`config.mk`:
```
export PLATFORM = sky130hd
export DESIGN_NAME = bpl_io_window
export DESIGN_NICKNAME = d
export VERILOG_FILES = /design/src/logic/bpl_pkg.sv /design/src/logic/bpl_rx_status.sv /design/src/logic/bpl_io_window.sv
export SDC_FILE = /design/constraint.sdc
export NUM_CORES = 1
export LEC_CHECK = 0
export CORE_ASPECT_RATIO = 1.2
export CORE_MARGIN = 3
export CORE_UTILIZATION = 35
export CTS_BUF_LIST = sky130_fd_sc_hd__clkbuf_8
export CTS_CLUSTER_DIAMETER = 150
export DETAILED_ROUTE_END_ITERATION = 7
export DONT_BUFFER_PORTS = 1
export PLACE_DENSITY_LB_ADDON = 0.3
export SLEW_MARGIN = 25
export SYNTH_ARGS = -nofsm -noshare
export SYNTH_HDL_FRONTEND = slang
export SYNTH_SLANG_ARGS = --single-unit
```
`constraint.sdc`:
```
create_clock -name CLK_IN -period 5.8 [get_ports CLK_IN]
set_input_delay 1.16 -clock CLK_IN [delete_from_list [all_inputs] [get_ports CLK_IN]]
set_output_delay 1.16 -clock CLK_IN [all_outputs]
set_load 0.005 [all_outputs]
```
`src/logic/bpl_pkg.sv`:
```
/*
  Constants and carrier types for the banked I/O window and packet buffer layout.
  Assumes a single 50 MHz host-interface clock and synchronous active-low reset.
*/
package bpl_pkg;

  // host window layout
  localparam logic [3:0] BSR_OFFSET = 4'hE;
  localparam logic [3:0] SHARED_DWORD_OFFSET = 4'hC;
  localparam logic [3:0] TCR_OFFSET = 4'h0;
  localparam logic [3:0] HASH_TABLE_OFFSET = 4'h0;
  localparam logic [3:0] REVISION_OFFSET = 4'hA;
  localparam logic [2:0] BANK_TCR = 3'h0;
  localparam logic [2:0] BANK_HASH = 3'h3;
  localparam logic [2:0] BANK_EXTERNAL = 3'h7;
  localparam logic [2:0] BANK_SEL_RESET = 3'h0;
  localparam logic [15:0] TCR_RESET = 16'h0000;
  localparam int TCR_SUPPRESS_FCS_BIT = 8;
  localparam logic [63:0] HASH_TABLE_RESET = 64'h0000_0000_0000_0000;
  localparam logic [11:0] IO_BASE_RESET = 12'h000;

  // packet structure in buffer memory
  localparam logic [15:0] PKT_HEADER_BYTES = 16'h0004;
  localparam logic [15:0] PKT_OVERHEAD_BYTES = 16'h0006;
  localparam logic [10:0] DATA_AREA_MAX = 11'h7FB;
  localparam int TX_CTRL_ODD_BIT = 5;
  localparam int TX_CTRL_FCS_BIT = 4;
  localparam logic [7:0] RX_CTRL_BASE = 8'h40;
  localparam int RX_CTRL_ODD_BIT = 5;

  // receive frame status word fields
  localparam int RXS_ALIGN_BIT = 15;
  localparam int RXS_BCAST_BIT = 14;
  localparam int RXS_FCS_BIT = 13;
  localparam int RXS_ODD_BIT = 12;
  localparam int RXS_LONG_BIT = 11;
  localparam int RXS_SHORT_BIT = 10;
  localparam int RXS_GROUP_BIT = 0;
  localparam int HASH_LSB = 26;
  localparam logic [15:0] FRAME_MAX_BYTES = 16'h05EE;
  localparam logic [15:0] FRAME_MIN_BYTES = 16'h0040;

  typedef struct packed {
    logic valid;
    logic rd;
    logic wr;
    logic [15:2] addr;
    logic [3:0] be;
    logic [31:0] wdata;
  } bpl_host_req_type;

  typedef struct packed {
    logic done;
    logic [15:0] data_bytes;
    logic fcs_ok;
    logic rx_er_seen;
    logic mii_mode;
    logic nibble_odd;
    logic [2:0] bit_residual;
    logic [31:0] dest_crc;
    logic dest_group;
    logic dest_bcast;
  } bpl_rx_report_type;

  typedef struct packed {
    logic valid;
    logic [15:0] status;
    logic [15:0] count;
    logic [7:0] ctrl;
    logic accept;
  } bpl_rx_result_type;

endpackage : bpl_pkg

```
`src/logic/bpl_rx_status.sv`:
```
/*
  Builds the receive frame status word, byte count and control byte.
  Assumes the receive engine reports one finished frame per done pulse.
*/
`timescale 1ns/1ps
module bpl_rx_status (
  input wire logic clk_in,
  input wire logic resetn_in,
  input wire bpl_pkg::bpl_rx_report_type report_in,
  input wire logic [63:0] hash_table_in,
  output bpl_pkg::bpl_rx_result_type result_out
);

  bpl_pkg::bpl_rx_result_type result_ff;
  bpl_pkg::bpl_rx_result_type nxt_result;
  wire [5:0] hash = report_in.dest_crc[bpl_pkg::HASH_LSB +: 6]; // [RULE15]
  wire hash_hit = hash_table_in[{hash[5:3], hash[2:0]}]; // [RULE15]
  wire group_frame = report_in.dest_group & hash_hit; // [RULE16]
  wire fcs_fault = ~report_in.fcs_ok | report_in.rx_er_seen; // [RULE13]
  wire misaligned = report_in.mii_mode ? report_in.nibble_odd : (report_in.bit_residual != 3'h0);
  wire alignment_fault = fcs_fault & misaligned; // [RULE12]
  wire odd_length_frame = report_in.data_bytes[0];
  wire oversize_frame = report_in.data_bytes > bpl_pkg::FRAME_MAX_BYTES; // [RULE14]
  wire undersize_frame = report_in.data_bytes < bpl_pkg::FRAME_MIN_BYTES; // [RULE14]
  // odd frames share the last word with the control byte, even ones pad a byte
  wire [15:0] count_raw = report_in.data_bytes + (odd_length_frame ? 16'h0005 : bpl_pkg::PKT_OVERHEAD_BYTES);

  always_comb
  begin
    nxt_result = '0;
    nxt_result.valid = report_in.done;
    nxt_result.status[bpl_pkg::RXS_ALIGN_BIT] = alignment_fault; // [RULE12]
    nxt_result.status[bpl_pkg::RXS_BCAST_BIT] = report_in.dest_bcast;
    nxt_result.status[bpl_pkg::RXS_FCS_BIT] = fcs_fault; // [RULE13]
    nxt_result.status[bpl_pkg::RXS_ODD_BIT] = odd_length_frame; // [RULE3]
    nxt_result.status[bpl_pkg::RXS_LONG_BIT] = oversize_frame;
    nxt_result.status[bpl_pkg::RXS_SHORT_BIT] = undersize_frame;
    nxt_result.status[5:0] = hash; // [RULE15]
    nxt_result.count = {count_raw[15:1], 1'b0}; // [RULE2] [RULE3]
    nxt_result.ctrl = bpl_pkg::RX_CTRL_BASE; // [RULE10]
    nxt_result.ctrl[bpl_pkg::RX_CTRL_ODD_BIT] = odd_length_frame; // [RULE10]
    nxt_result.accept = group_frame; // [RULE16]
  end

  always_ff @(posedge clk_in)
  begin
    if (!resetn_in)
      result_ff <= '0;
    else
      result_ff <= nxt_result; // [RULE11]
  end

  assign result_out = result_ff;

endmodule : bpl_rx_status

```
`src/logic/bpl_io_window.sv`:
```
/*
  Banked 16-byte host I/O window with bank select, external register select,
  transmit descriptor decode and receive status generation for the packet buffer.
  Assumes host requests are synchronous to CLK_IN and the buffer memory is
  written and read by the access engine outside this block.
*/
// Behaviour
// (RULE1) each buffered packet is status word, count word, then frame data
// (RULE2) byte count halved equals words of status, count, data and control byte
// (RULE3) receive count always even; odd-frame flag says last low byte is valid
// (RULE4) transmit byte count least bit read as zero
// (RULE5) data area starts at byte 4, at most 2043 bytes
// (RULE6) host supplies all transmit bytes; no station address inserted
// (RULE7) length/type field passes through as plain payload
// (RULE8) byte before transmit control byte sent only when odd flag set
// (RULE9) per-packet append flag adds fcs, honoured only when global suppress set
// (RULE10) receive control byte: bit7 zero, bit6 one, bit5 odd, rest zero
// (RULE11) receive status stored as first word in memory, never a register
// (RULE12) alignment fault only with fcs fault, by nibble or bit residue
// (RULE13) fcs fault on bad check sequence or any rx error during frame
// (RULE14) oversize above 1518 bytes, undersize below 64 bytes
// (RULE15) six-bit hash from top crc bits; 5..3 byte, 2..0 bit
// (RULE16) group frame hitting set table bit is accepted and flagged; code sets accept only, status bit 0 carries hash bit 0
// (RULE17) io base from three select inputs plus eeprom config
// (RULE18) sixteen byte window, banked, last word selects bank
// (RULE19) offset hits even byte or word, odd byte at offset plus one
// (RULE20) bank select always reachable; three low bits bank, upper byte signature
// (RULE21) doubleword write at C updates bank select, not bytes C and D
// (RULE22) bank 7 with A3 low asserts external register select
// (RULE23) host checks revision before touching bank 7
// (RULE24) suppress bit set means no fcs unless packet flag asks
// (RULE25) host selects bank before accessing offsets 0 through D
`timescale 1ns/1ps
module bpl_io_window #(
  parameter logic [7:0] SIGNATURE = 8'h5A, // arbitrary value
  parameter logic [15:0] REVISION = 16'h0001 // arbitrary value
) (
  input wire logic CLK_IN,
  input wire logic RESETN_IN,
  input wire bpl_pkg::bpl_host_req_type HOST_REQ_IN,
  input wire logic [2:0] IO_BASE_SELECT_IN,
  input wire logic [8:0] EEPROM_BASE_IN,
  input wire logic EEPROM_LOAD_IN,
  input wire logic TX_DESC_VALID_IN,
  input wire logic [15:0] TX_COUNT_IN,
  input wire logic [7:0] TX_CTRL_IN,
  input wire bpl_pkg::bpl_rx_report_type RX_REPORT_IN,
  output logic [31:0] RDATA_OUT,
  output logic ACK_OUT,
  output logic EXT_REG_SELECT_N_OUT,
  output logic [2:0] BANK_OUT,
  output logic [10:0] TX_DATA_LEN_OUT,
  output logic TX_APPEND_FCS_OUT,
  output logic TX_LEN_ERR_OUT,
  output logic TX_DESC_DONE_OUT,
  output bpl_pkg::bpl_rx_result_type RX_RESULT_OUT
);

  logic [2:0] bank_sel_ff;
  logic [15:0] tx_control_reg_ff;
  logic [63:0] group_hash_table_ff;
  logic [11:0] io_base_ff;
  logic [31:0] rdata_ff;
  logic ack_ff;
  logic ext_sel_n_ff;
  logic [10:0] tx_len_ff;
  logic tx_fcs_ff;
  logic tx_err_ff;
  logic tx_done_ff;
  logic [2:0] nxt_bank_sel;
  logic [15:0] nxt_tx_control;
  logic [63:0] nxt_hash_table;

  // address decode: window of 16 bytes at io base
  wire hit = HOST_REQ_IN.valid && (HOST_REQ_IN.addr[15:4] == io_base_ff); // [RULE18]
  wire do_wr = hit & HOST_REQ_IN.wr;
  wire do_rd = hit & HOST_REQ_IN.rd;
  wire full_dword = HOST_REQ_IN.be == 4'hF;
  wire shared_dword = HOST_REQ_IN.addr[3:2] == bpl_pkg::SHARED_DWORD_OFFSET[3:2];
  wire bank7 = bank_sel_ff == bpl_pkg::BANK_EXTERNAL;
  wire ext_sel = hit && bank7 && !HOST_REQ_IN.addr[3]; // [RULE22]
  wire [2:0] bank_sel_bit = bank_sel_ff;
  wire suppress_fcs = tx_control_reg_ff[bpl_pkg::TCR_SUPPRESS_FCS_BIT];

  // per byte lane offsets and strobes
  wire [3:0] lane_off [4];
  wire [3:0] lane_we;
  wire [7:0] lane_rd [4];

  // registers come in as arguments so the continuous assign re-evaluates when they change
  function automatic logic [7:0] read_byte(input logic [3:0] off, input logic [2:0] bank, input logic [15:0] tx_control_reg,
    input logic [63:0] tbl);
    logic [7:0] val;
    val = 8'h00;
    if (off == bpl_pkg::BSR_OFFSET)
      val = {5'h00, bank}; // [RULE20]
    else if (off == bpl_pkg::BSR_OFFSET + 4'h1)
      val = SIGNATURE; // [RULE20]
    else if (bank == bpl_pkg::BANK_TCR && off[3:1] == bpl_pkg::TCR_OFFSET[3:1])
      val = off[0] ? tx_control_reg[15:8] : tx_control_reg[7:0]; // [RULE19]
    else if (bank == bpl_pkg::BANK_HASH && off[3] == bpl_pkg::HASH_TABLE_OFFSET[3])
      val = tbl[{off[2:0], 3'h0} +: 8];
    else if (bank == bpl_pkg::BANK_HASH && off[3:1] == bpl_pkg::REVISION_OFFSET[3:1])
      val = off[0] ? REVISION[15:8] : REVISION[7:0]; // [RULE23]
    return val;
  endfunction : read_byte

  genvar k;
  generate
    for (k = 0; k < 4; k++)
    begin : g_lane
      assign lane_off[k] = {HOST_REQ_IN.addr[3:2], 2'(k)}; // [RULE19]
      // a full doubleword at C reaches bank select only
      assign lane_we[k] = do_wr && HOST_REQ_IN.be[k] && !(full_dword && shared_dword && k < 2); // [RULE21]
      assign lane_rd[k] = HOST_REQ_IN.be[k] ? read_byte(lane_off[k], bank_sel_ff, tx_control_reg_ff,
        group_hash_table_ff) : 8'h00;
    end
  endgenerate

  always_comb
  begin
    nxt_bank_sel = bank_sel_ff;
    nxt_tx_control = tx_control_reg_ff;
    nxt_hash_table = group_hash_table_ff;
    for (int i = 0; i < 4; i++)
    begin
      if (lane_we[i])
      begin
        if (lane_off[i] == bpl_pkg::BSR_OFFSET)
          nxt_bank_sel = HOST_REQ_IN.wdata[8 * i +: 3]; // [RULE20] [RULE25]
        else if (bank_sel_ff == bpl_pkg::BANK_TCR && lane_off[i][3:1] == bpl_pkg::TCR_OFFSET[3:1])
        begin
          if (lane_off[i][0])
            nxt_tx_control[15:8] = HOST_REQ_IN.wdata[8 * i +: 8];
          else
            nxt_tx_control[7:0] = HOST_REQ_IN.wdata[8 * i +: 8];
        end
        else if (bank_sel_ff == bpl_pkg::BANK_HASH && lane_off[i][3] == bpl_pkg::HASH_TABLE_OFFSET[3])
          nxt_hash_table[{lane_off[i][2:0], 3'h0} +: 8] = HOST_REQ_IN.wdata[8 * i +: 8];
      end
    end
  end

  // transmit descriptor decode; frame bytes themselves are never examined
  wire [15:0] tx_count_even = {TX_COUNT_IN[15:1], 1'b0}; // [RULE4]
  wire tx_odd = TX_CTRL_IN[bpl_pkg::TX_CTRL_ODD_BIT];
  wire tx_short = tx_count_even < bpl_pkg::PKT_OVERHEAD_BYTES;
  wire [15:0] tx_data_full = tx_count_even - bpl_pkg::PKT_OVERHEAD_BYTES + {15'h0000, tx_odd}; // [RULE8] [RULE2]
  wire tx_too_big = tx_data_full > {5'h00, bpl_pkg::DATA_AREA_MAX}; // [RULE5]
  wire [10:0] tx_data_len = (tx_short || tx_too_big) ? 11'h000 : tx_data_full[10:0]; // [RULE1] [RULE6] [RULE7]
  wire tx_fcs = !suppress_fcs || TX_CTRL_IN[bpl_pkg::TX_CTRL_FCS_BIT]; // [RULE9] [RULE24]

  always_ff @(posedge CLK_IN)
  begin
    if (!RESETN_IN)
    begin
      bank_sel_ff <= bpl_pkg::BANK_SEL_RESET;
      tx_control_reg_ff <= bpl_pkg::TCR_RESET;
      group_hash_table_ff <= bpl_pkg::HASH_TABLE_RESET;
    end
    else
    begin
      bank_sel_ff <= nxt_bank_sel;
      tx_control_reg_ff <= nxt_tx_control;
      group_hash_table_ff <= nxt_hash_table;
    end
  end

  // base latched from straps and eeprom only when the eeprom load completes
  always_ff @(posedge CLK_IN)
  begin
    if (!RESETN_IN)
      io_base_ff <= bpl_pkg::IO_BASE_RESET;
    else if (EEPROM_LOAD_IN)
      io_base_ff <= {EEPROM_BASE_IN, IO_BASE_SELECT_IN}; // [RULE17]
  end

  always_ff @(posedge CLK_IN)
  begin
    if (!RESETN_IN)
    begin
      rdata_ff <= 32'h0000_0000;
      ack_ff <= 1'b0;
      ext_sel_n_ff <= 1'b1;
    end
    else
    begin
      rdata_ff <= do_rd ? {lane_rd[3], lane_rd[2], lane_rd[1], lane_rd[0]} : 32'h0000_0000;
      ack_ff <= do_rd | do_wr;
      ext_sel_n_ff <= !ext_sel; // [RULE22]
    end
  end

  always_ff @(posedge CLK_IN)
  begin
    if (!RESETN_IN)
    begin
      tx_len_ff <= 11'h000;
      tx_fcs_ff <= 1'b0;
      tx_err_ff <= 1'b0;
      tx_done_ff <= 1'b0;
    end
    else
    begin
      tx_done_ff <= TX_DESC_VALID_IN;
      if (TX_DESC_VALID_IN)
      begin
        tx_len_ff <= tx_data_len; // [RULE8]
        tx_fcs_ff <= tx_fcs; // [RULE9]
        tx_err_ff <= tx_short || tx_too_big; // [RULE5]
      end
    end
  end

  bpl_rx_status u_rx_status (
    .clk_in(CLK_IN),
    .resetn_in(RESETN_IN),
    .report_in(RX_REPORT_IN),
    .hash_table_in(group_hash_table_ff),
    .result_out(RX_RESULT_OUT)
  );

  assign RDATA_OUT = rdata_ff;
  assign ACK_OUT = ack_ff;
  assign EXT_REG_SELECT_N_OUT = ext_sel_n_ff;
  assign BANK_OUT = bank_sel_bit;
  assign TX_DATA_LEN_OUT = tx_len_ff;
  assign TX_APPEND_FCS_OUT = tx_fcs_ff;
  assign TX_LEN_ERR_OUT = tx_err_ff;
  assign TX_DESC_DONE_OUT = tx_done_ff;

endmodule : bpl_io_window

```
==> impl.org <==
** Run status
- The flow ran to the end, and the final reports show no timing, DRC or antenna violations.

** Logic synthesis
- Counting flops with an async set or reset pin after synthesis yields a share of 0%.
- Mean instance size in the synthesized netlist :: 9.01 um2
- The synthesized netlist devotes between 10% and 20% of its cell area to compound gates.
- Among all flip-flop cells after synthesis, the most frequent one is dfxtp_1.
- Of the total synthesized cell area, the portion taken by AND, OR, NAND and NOR gates is 19.6%.
- After synthesis, the largest family of logic cells by area is simple AND/OR/NAND/NOR gates.
- In this run, synthesis produced a sequential element count of around 170.
- Area of the mapped netlist :: between 7000 and 8000 um2
- Counting flops with a built-in enable in the synthesized netlist gives 0.
- After Yosys synthesis, XOR and XNOR cells account for approximately 3.4% of the synthesized area.
- The netlist uses 63 different library cells.
- Measured against the total synthesized area, the mux share comes to a little over an eighth.
- Instance count of the mapped netlist :: 876
- Post-synthesis adder-cell area fraction :: 0.792%
- Sequential area share after synthesis :: between 40% and 50%
- The Yosys step of the flow raised 0 warnings.

** Clock tree
- CTS tree :: yes
- Post-CTS Repair Setup Buffers :: 0
- Gates resized during post-CTS repair numbered 0.
- The number of clock buffers added by TritonCTS is 17.
- For this design, the sink count on the clock tree is 173.
- Htree depth :: 4
- The root buffer cell chosen for the clock tree is clkbuf_8.
- Clock slew at reported path FFs :: approximately 0.09 ns
- Post-CTS Hold Buffers :: 0
- Max Buffers Root-to-Sink :: 2
- For the worst-skew pair, the clock arrives at the later sink with an insertion delay of 0.46 ns.

** Die
- The floorplan has between 50 and 60 rows.
- Number of top-level pins :: around 240
- Core region area :: ~22000 um2
- The die is 171 um tall.
- Starting density of the core :: ~36%
- The die is 143 um wide.
- The die covers about 24000 um2.

** Global routing
- Global router's overall resource usage :: roughly 18%
- The number of global-route vias before repair is 6024.
- Maximum number of pins on one net before global-route repair :: 92
- After global routing the overflow that remains totals 0.
- Antenna violations before repair :: 0
- The first global-routing pass estimated around 34 mm of wire.

** Route
- After detailed routing, the number of remaining DRC violations is 0.
- First-pass iteration count of the detailed router :: 5
- Summed over all layers, the routed wires come to about 22 mm.
- The first routing iteration left around 330 violations.
- In the final routed layout, each cell accounts on average for around 20 um.
- Total number of vias :: around 6.3k
- Total met3 wirelength after detailed routing :: 2.08 mm
- Via-per-instance ratio :: about 5.6
- Routed signal wires occupy layers up through met4.
- Antenna viol nets, final :: 0
- Wire length the detailed router placed on met1 :: between 8 and 9 mm
- In the detailed route, the total length drawn on met2 is around 11 mm.

** Power and ir drop
- Of the total power, combinational logic draws between 4 and 5%.
- Part of the total power dissipated in the clock network :: about two fifths
- Worst vdd rail ir drop :: about 0.12 mV
- Per report_power, the sequential group accounts for 56.1% of the total.
- The internal power of the cells totals ~1.7 mW.
- Static leakage power :: 2.79 nW
- Tot Pwr :: between 2 and 2.5 mW
- Pwr Density :: roughly 260 nW/um2
- NetSw :: about 520 uW
- Switch share :: about a quarter

** Setup path
- Among cell families on the critical path, the largest total delay comes from simple AND/OR/NAND/NOR gates.
- The critical path is of the in2reg type.
- Total buffers and inverters traversed by the critical path :: 1
- Type of element capturing the critical path :: flop
- Maximum single-stage delay on the critical path :: 0.78 ns
- Maximum fanout count along the critical path :: between 60 and 70
- Ordered cell list for the critical path :: xnor2_1 -> nand4_1 -> or4_2 -> buf_4 -> nor4_4 -> mux2i_1
- Startpoint kind of the worst setup timing path :: primary input
- Critical path data required time :: a little over 6 ns
- The slowest stage of the critical path is the nor4_4 cell.
- For the worst setup path, the data arrival time is 3.55 ns.

** Layout
- The number of antenna diodes in the final layout is 0.
- Reg area :: about 3500 um2
- Post-route core utilization :: roughly two fifths
- Most used cells in the layout excluding fill and tap cells :: dfxtp_1 (173), nand3_1 (78), nand2_1 (76)
- The area growth from synthesis to layout is 6.01%.
- The finished layout holds between 1k and 1.5k standard cells, fillers aside.
- The net count of the finished layout is roughly 1000.
- In the final layout, the multi-input gates occupy between 4000 and 5000 um2.
- Count of filler cells inserted in the layout :: 2224
- Share of post-route cells with drive strength above 1 :: between 10% and 20%
- Leaving out fill and tap cells, the most frequent cell in the layout is dfxtp_1.
- The finished cells cover approximately 8400 um2.

** STA
- Hold timing on the final database bottoms out at a slack of approximately 0.46 ns.
- Least-Margin Pin Slew :: around 1.0 ns
- Worst slew slack as a fraction of its limit :: between 30% and 40%
- Adding up every negative setup slack in the final design gives 0 ns.
- Final Setup Violations :: 0
- Timing would allow up to approximately 320 MHz.
- Smallest setup slack after layout :: between 2 and 3 ns
- Final cycle utilization of the critical path :: a little over half
- Final Hold Viols :: 0
- The clock period could shrink to 3.15 ns.
- Setup Skew :: about 0.012 ns
- Setup repair after global routing left no endpoint under its margin.
- Slew Viols, Final :: 0

** Place
- Post-detailed-placement half-perimeter wirelength :: about 16 mm
- OpenSTA, run right after detailed placement, puts the worst setup slack at roughly 2.2 ns.
- Count of placed standard cells including taps :: about 1.1k
- Port buffer count :: 0
- Post-placement cell area :: around 8000 um2
- The congestion estimate from routability-driven global placement came to between 0.7 and 0.8.

** Job
- Maxcap violations :: 0

** Hold path
- The path class of the tightest hold or removal check is reg2reg.
==> power groups by stage <==
stage / clock (mW) / sequential [mW] / combinational [mW]
after detailed placement: 0 / 1.25 / 0.101
final: 0.853 / 1.22 / 0.100
after CTS: 0.885 / 1.22 / 0.101
after floorplan: 0 / 1.24 / 0.112
after global routing: 0.931 / 1.22 / 0.112
after global placement: 0 / 1.25 / 0.0997
==> state kept, by name, summed over array words and instances, names as in the netlist <==
signal	flops
TX_LEN_ERR_OUT	1
ACK_OUT	1
tx_control_reg_ff	16
u_rx_status.result_out	30
BANK_OUT	3
group_hash_table_ff	64
TX_DESC_DONE_OUT	1
TX_DATA_LEN_OUT	11
RDATA_OUT	32
EXT_REG_SELECT_N_OUT	1
io_base_ff	12
TX_APPEND_FCS_OUT	1
==> cells in the mapped netlist (10+ instances only) <==
library cell  instances  area, um2
mux2_2               18        203
mux2i_1              51        510
buf_4                12       90.1
a21oi_1              65        325
nor2_1               74        278
a22oi_1              20        150
o31ai_1              10       75.1
clkbuf_1             54        203
nand4_1              10       62.6
o21ai_1              49        245
and2_1               11       68.8
xnor2_1              21        184
o21ai_0              18       90.1
xor2_1               10       87.6
nand3_1              78        390
nand2_1              76        285
dfxtp_1             173       3460
mux4_2               16        360
==> cells by family after synthesis <==
logic type               after synthesis
flip-flops                           173
AND/OR/NAND/NOR                      309
adder cells (fa/ha/maj)                5
multiplexers                          85
buffers and inverters                 86
AO/OA/AOI/OAI                        186
XOR/XNOR                              31
other                                  1
==> path summary, 6_finish.rpt <==
path                            cells after the start                  from                      end  slack (ns)
worst max-delay path                                6       HOST_REQ_IN[43]  group_hash_table_ff[17]        2.65
worst min register to register                      2  tx_control_reg_ff[4]     tx_control_reg_ff[4]        0.46
worst min-delay path                                2  tx_control_reg_ff[4]     tx_control_reg_ff[4]        0.46
worst max register to register                      6         io_base_ff[5]  group_hash_table_ff[17]        2.98
==> worst register-to-register path, cell delays in order (launching register included) <==
cell and delay [ns]:
dfxtp_1 0.33, xnor2_1 0.16, nand4_1 0.16, or4_2 0.68, buf_4 0.34, nor4_4 0.83, mux2i_1 0.25
==> area by class of cell <==
cell class                 instances  share of cell area [%]
tap                              274                    4.10
inverter                           9                   0.404
clock buffer                      18                    2.96
clock inverter                    13                    1.69
multi-input combinational        627                    49.0
sequential                       173                    41.4
timing repair buffer               5                   0.448
==> layer usage <==
layer / vias up / GRT usage (%)
li1: 3012 / -
met1: 3017 / 22.2
met2: 220 / 29.3
met3: 21 / 6.65
met4: 0 / 5.58
met5: - / 0
Note: power is estimated with default switching activity, not from simulation.
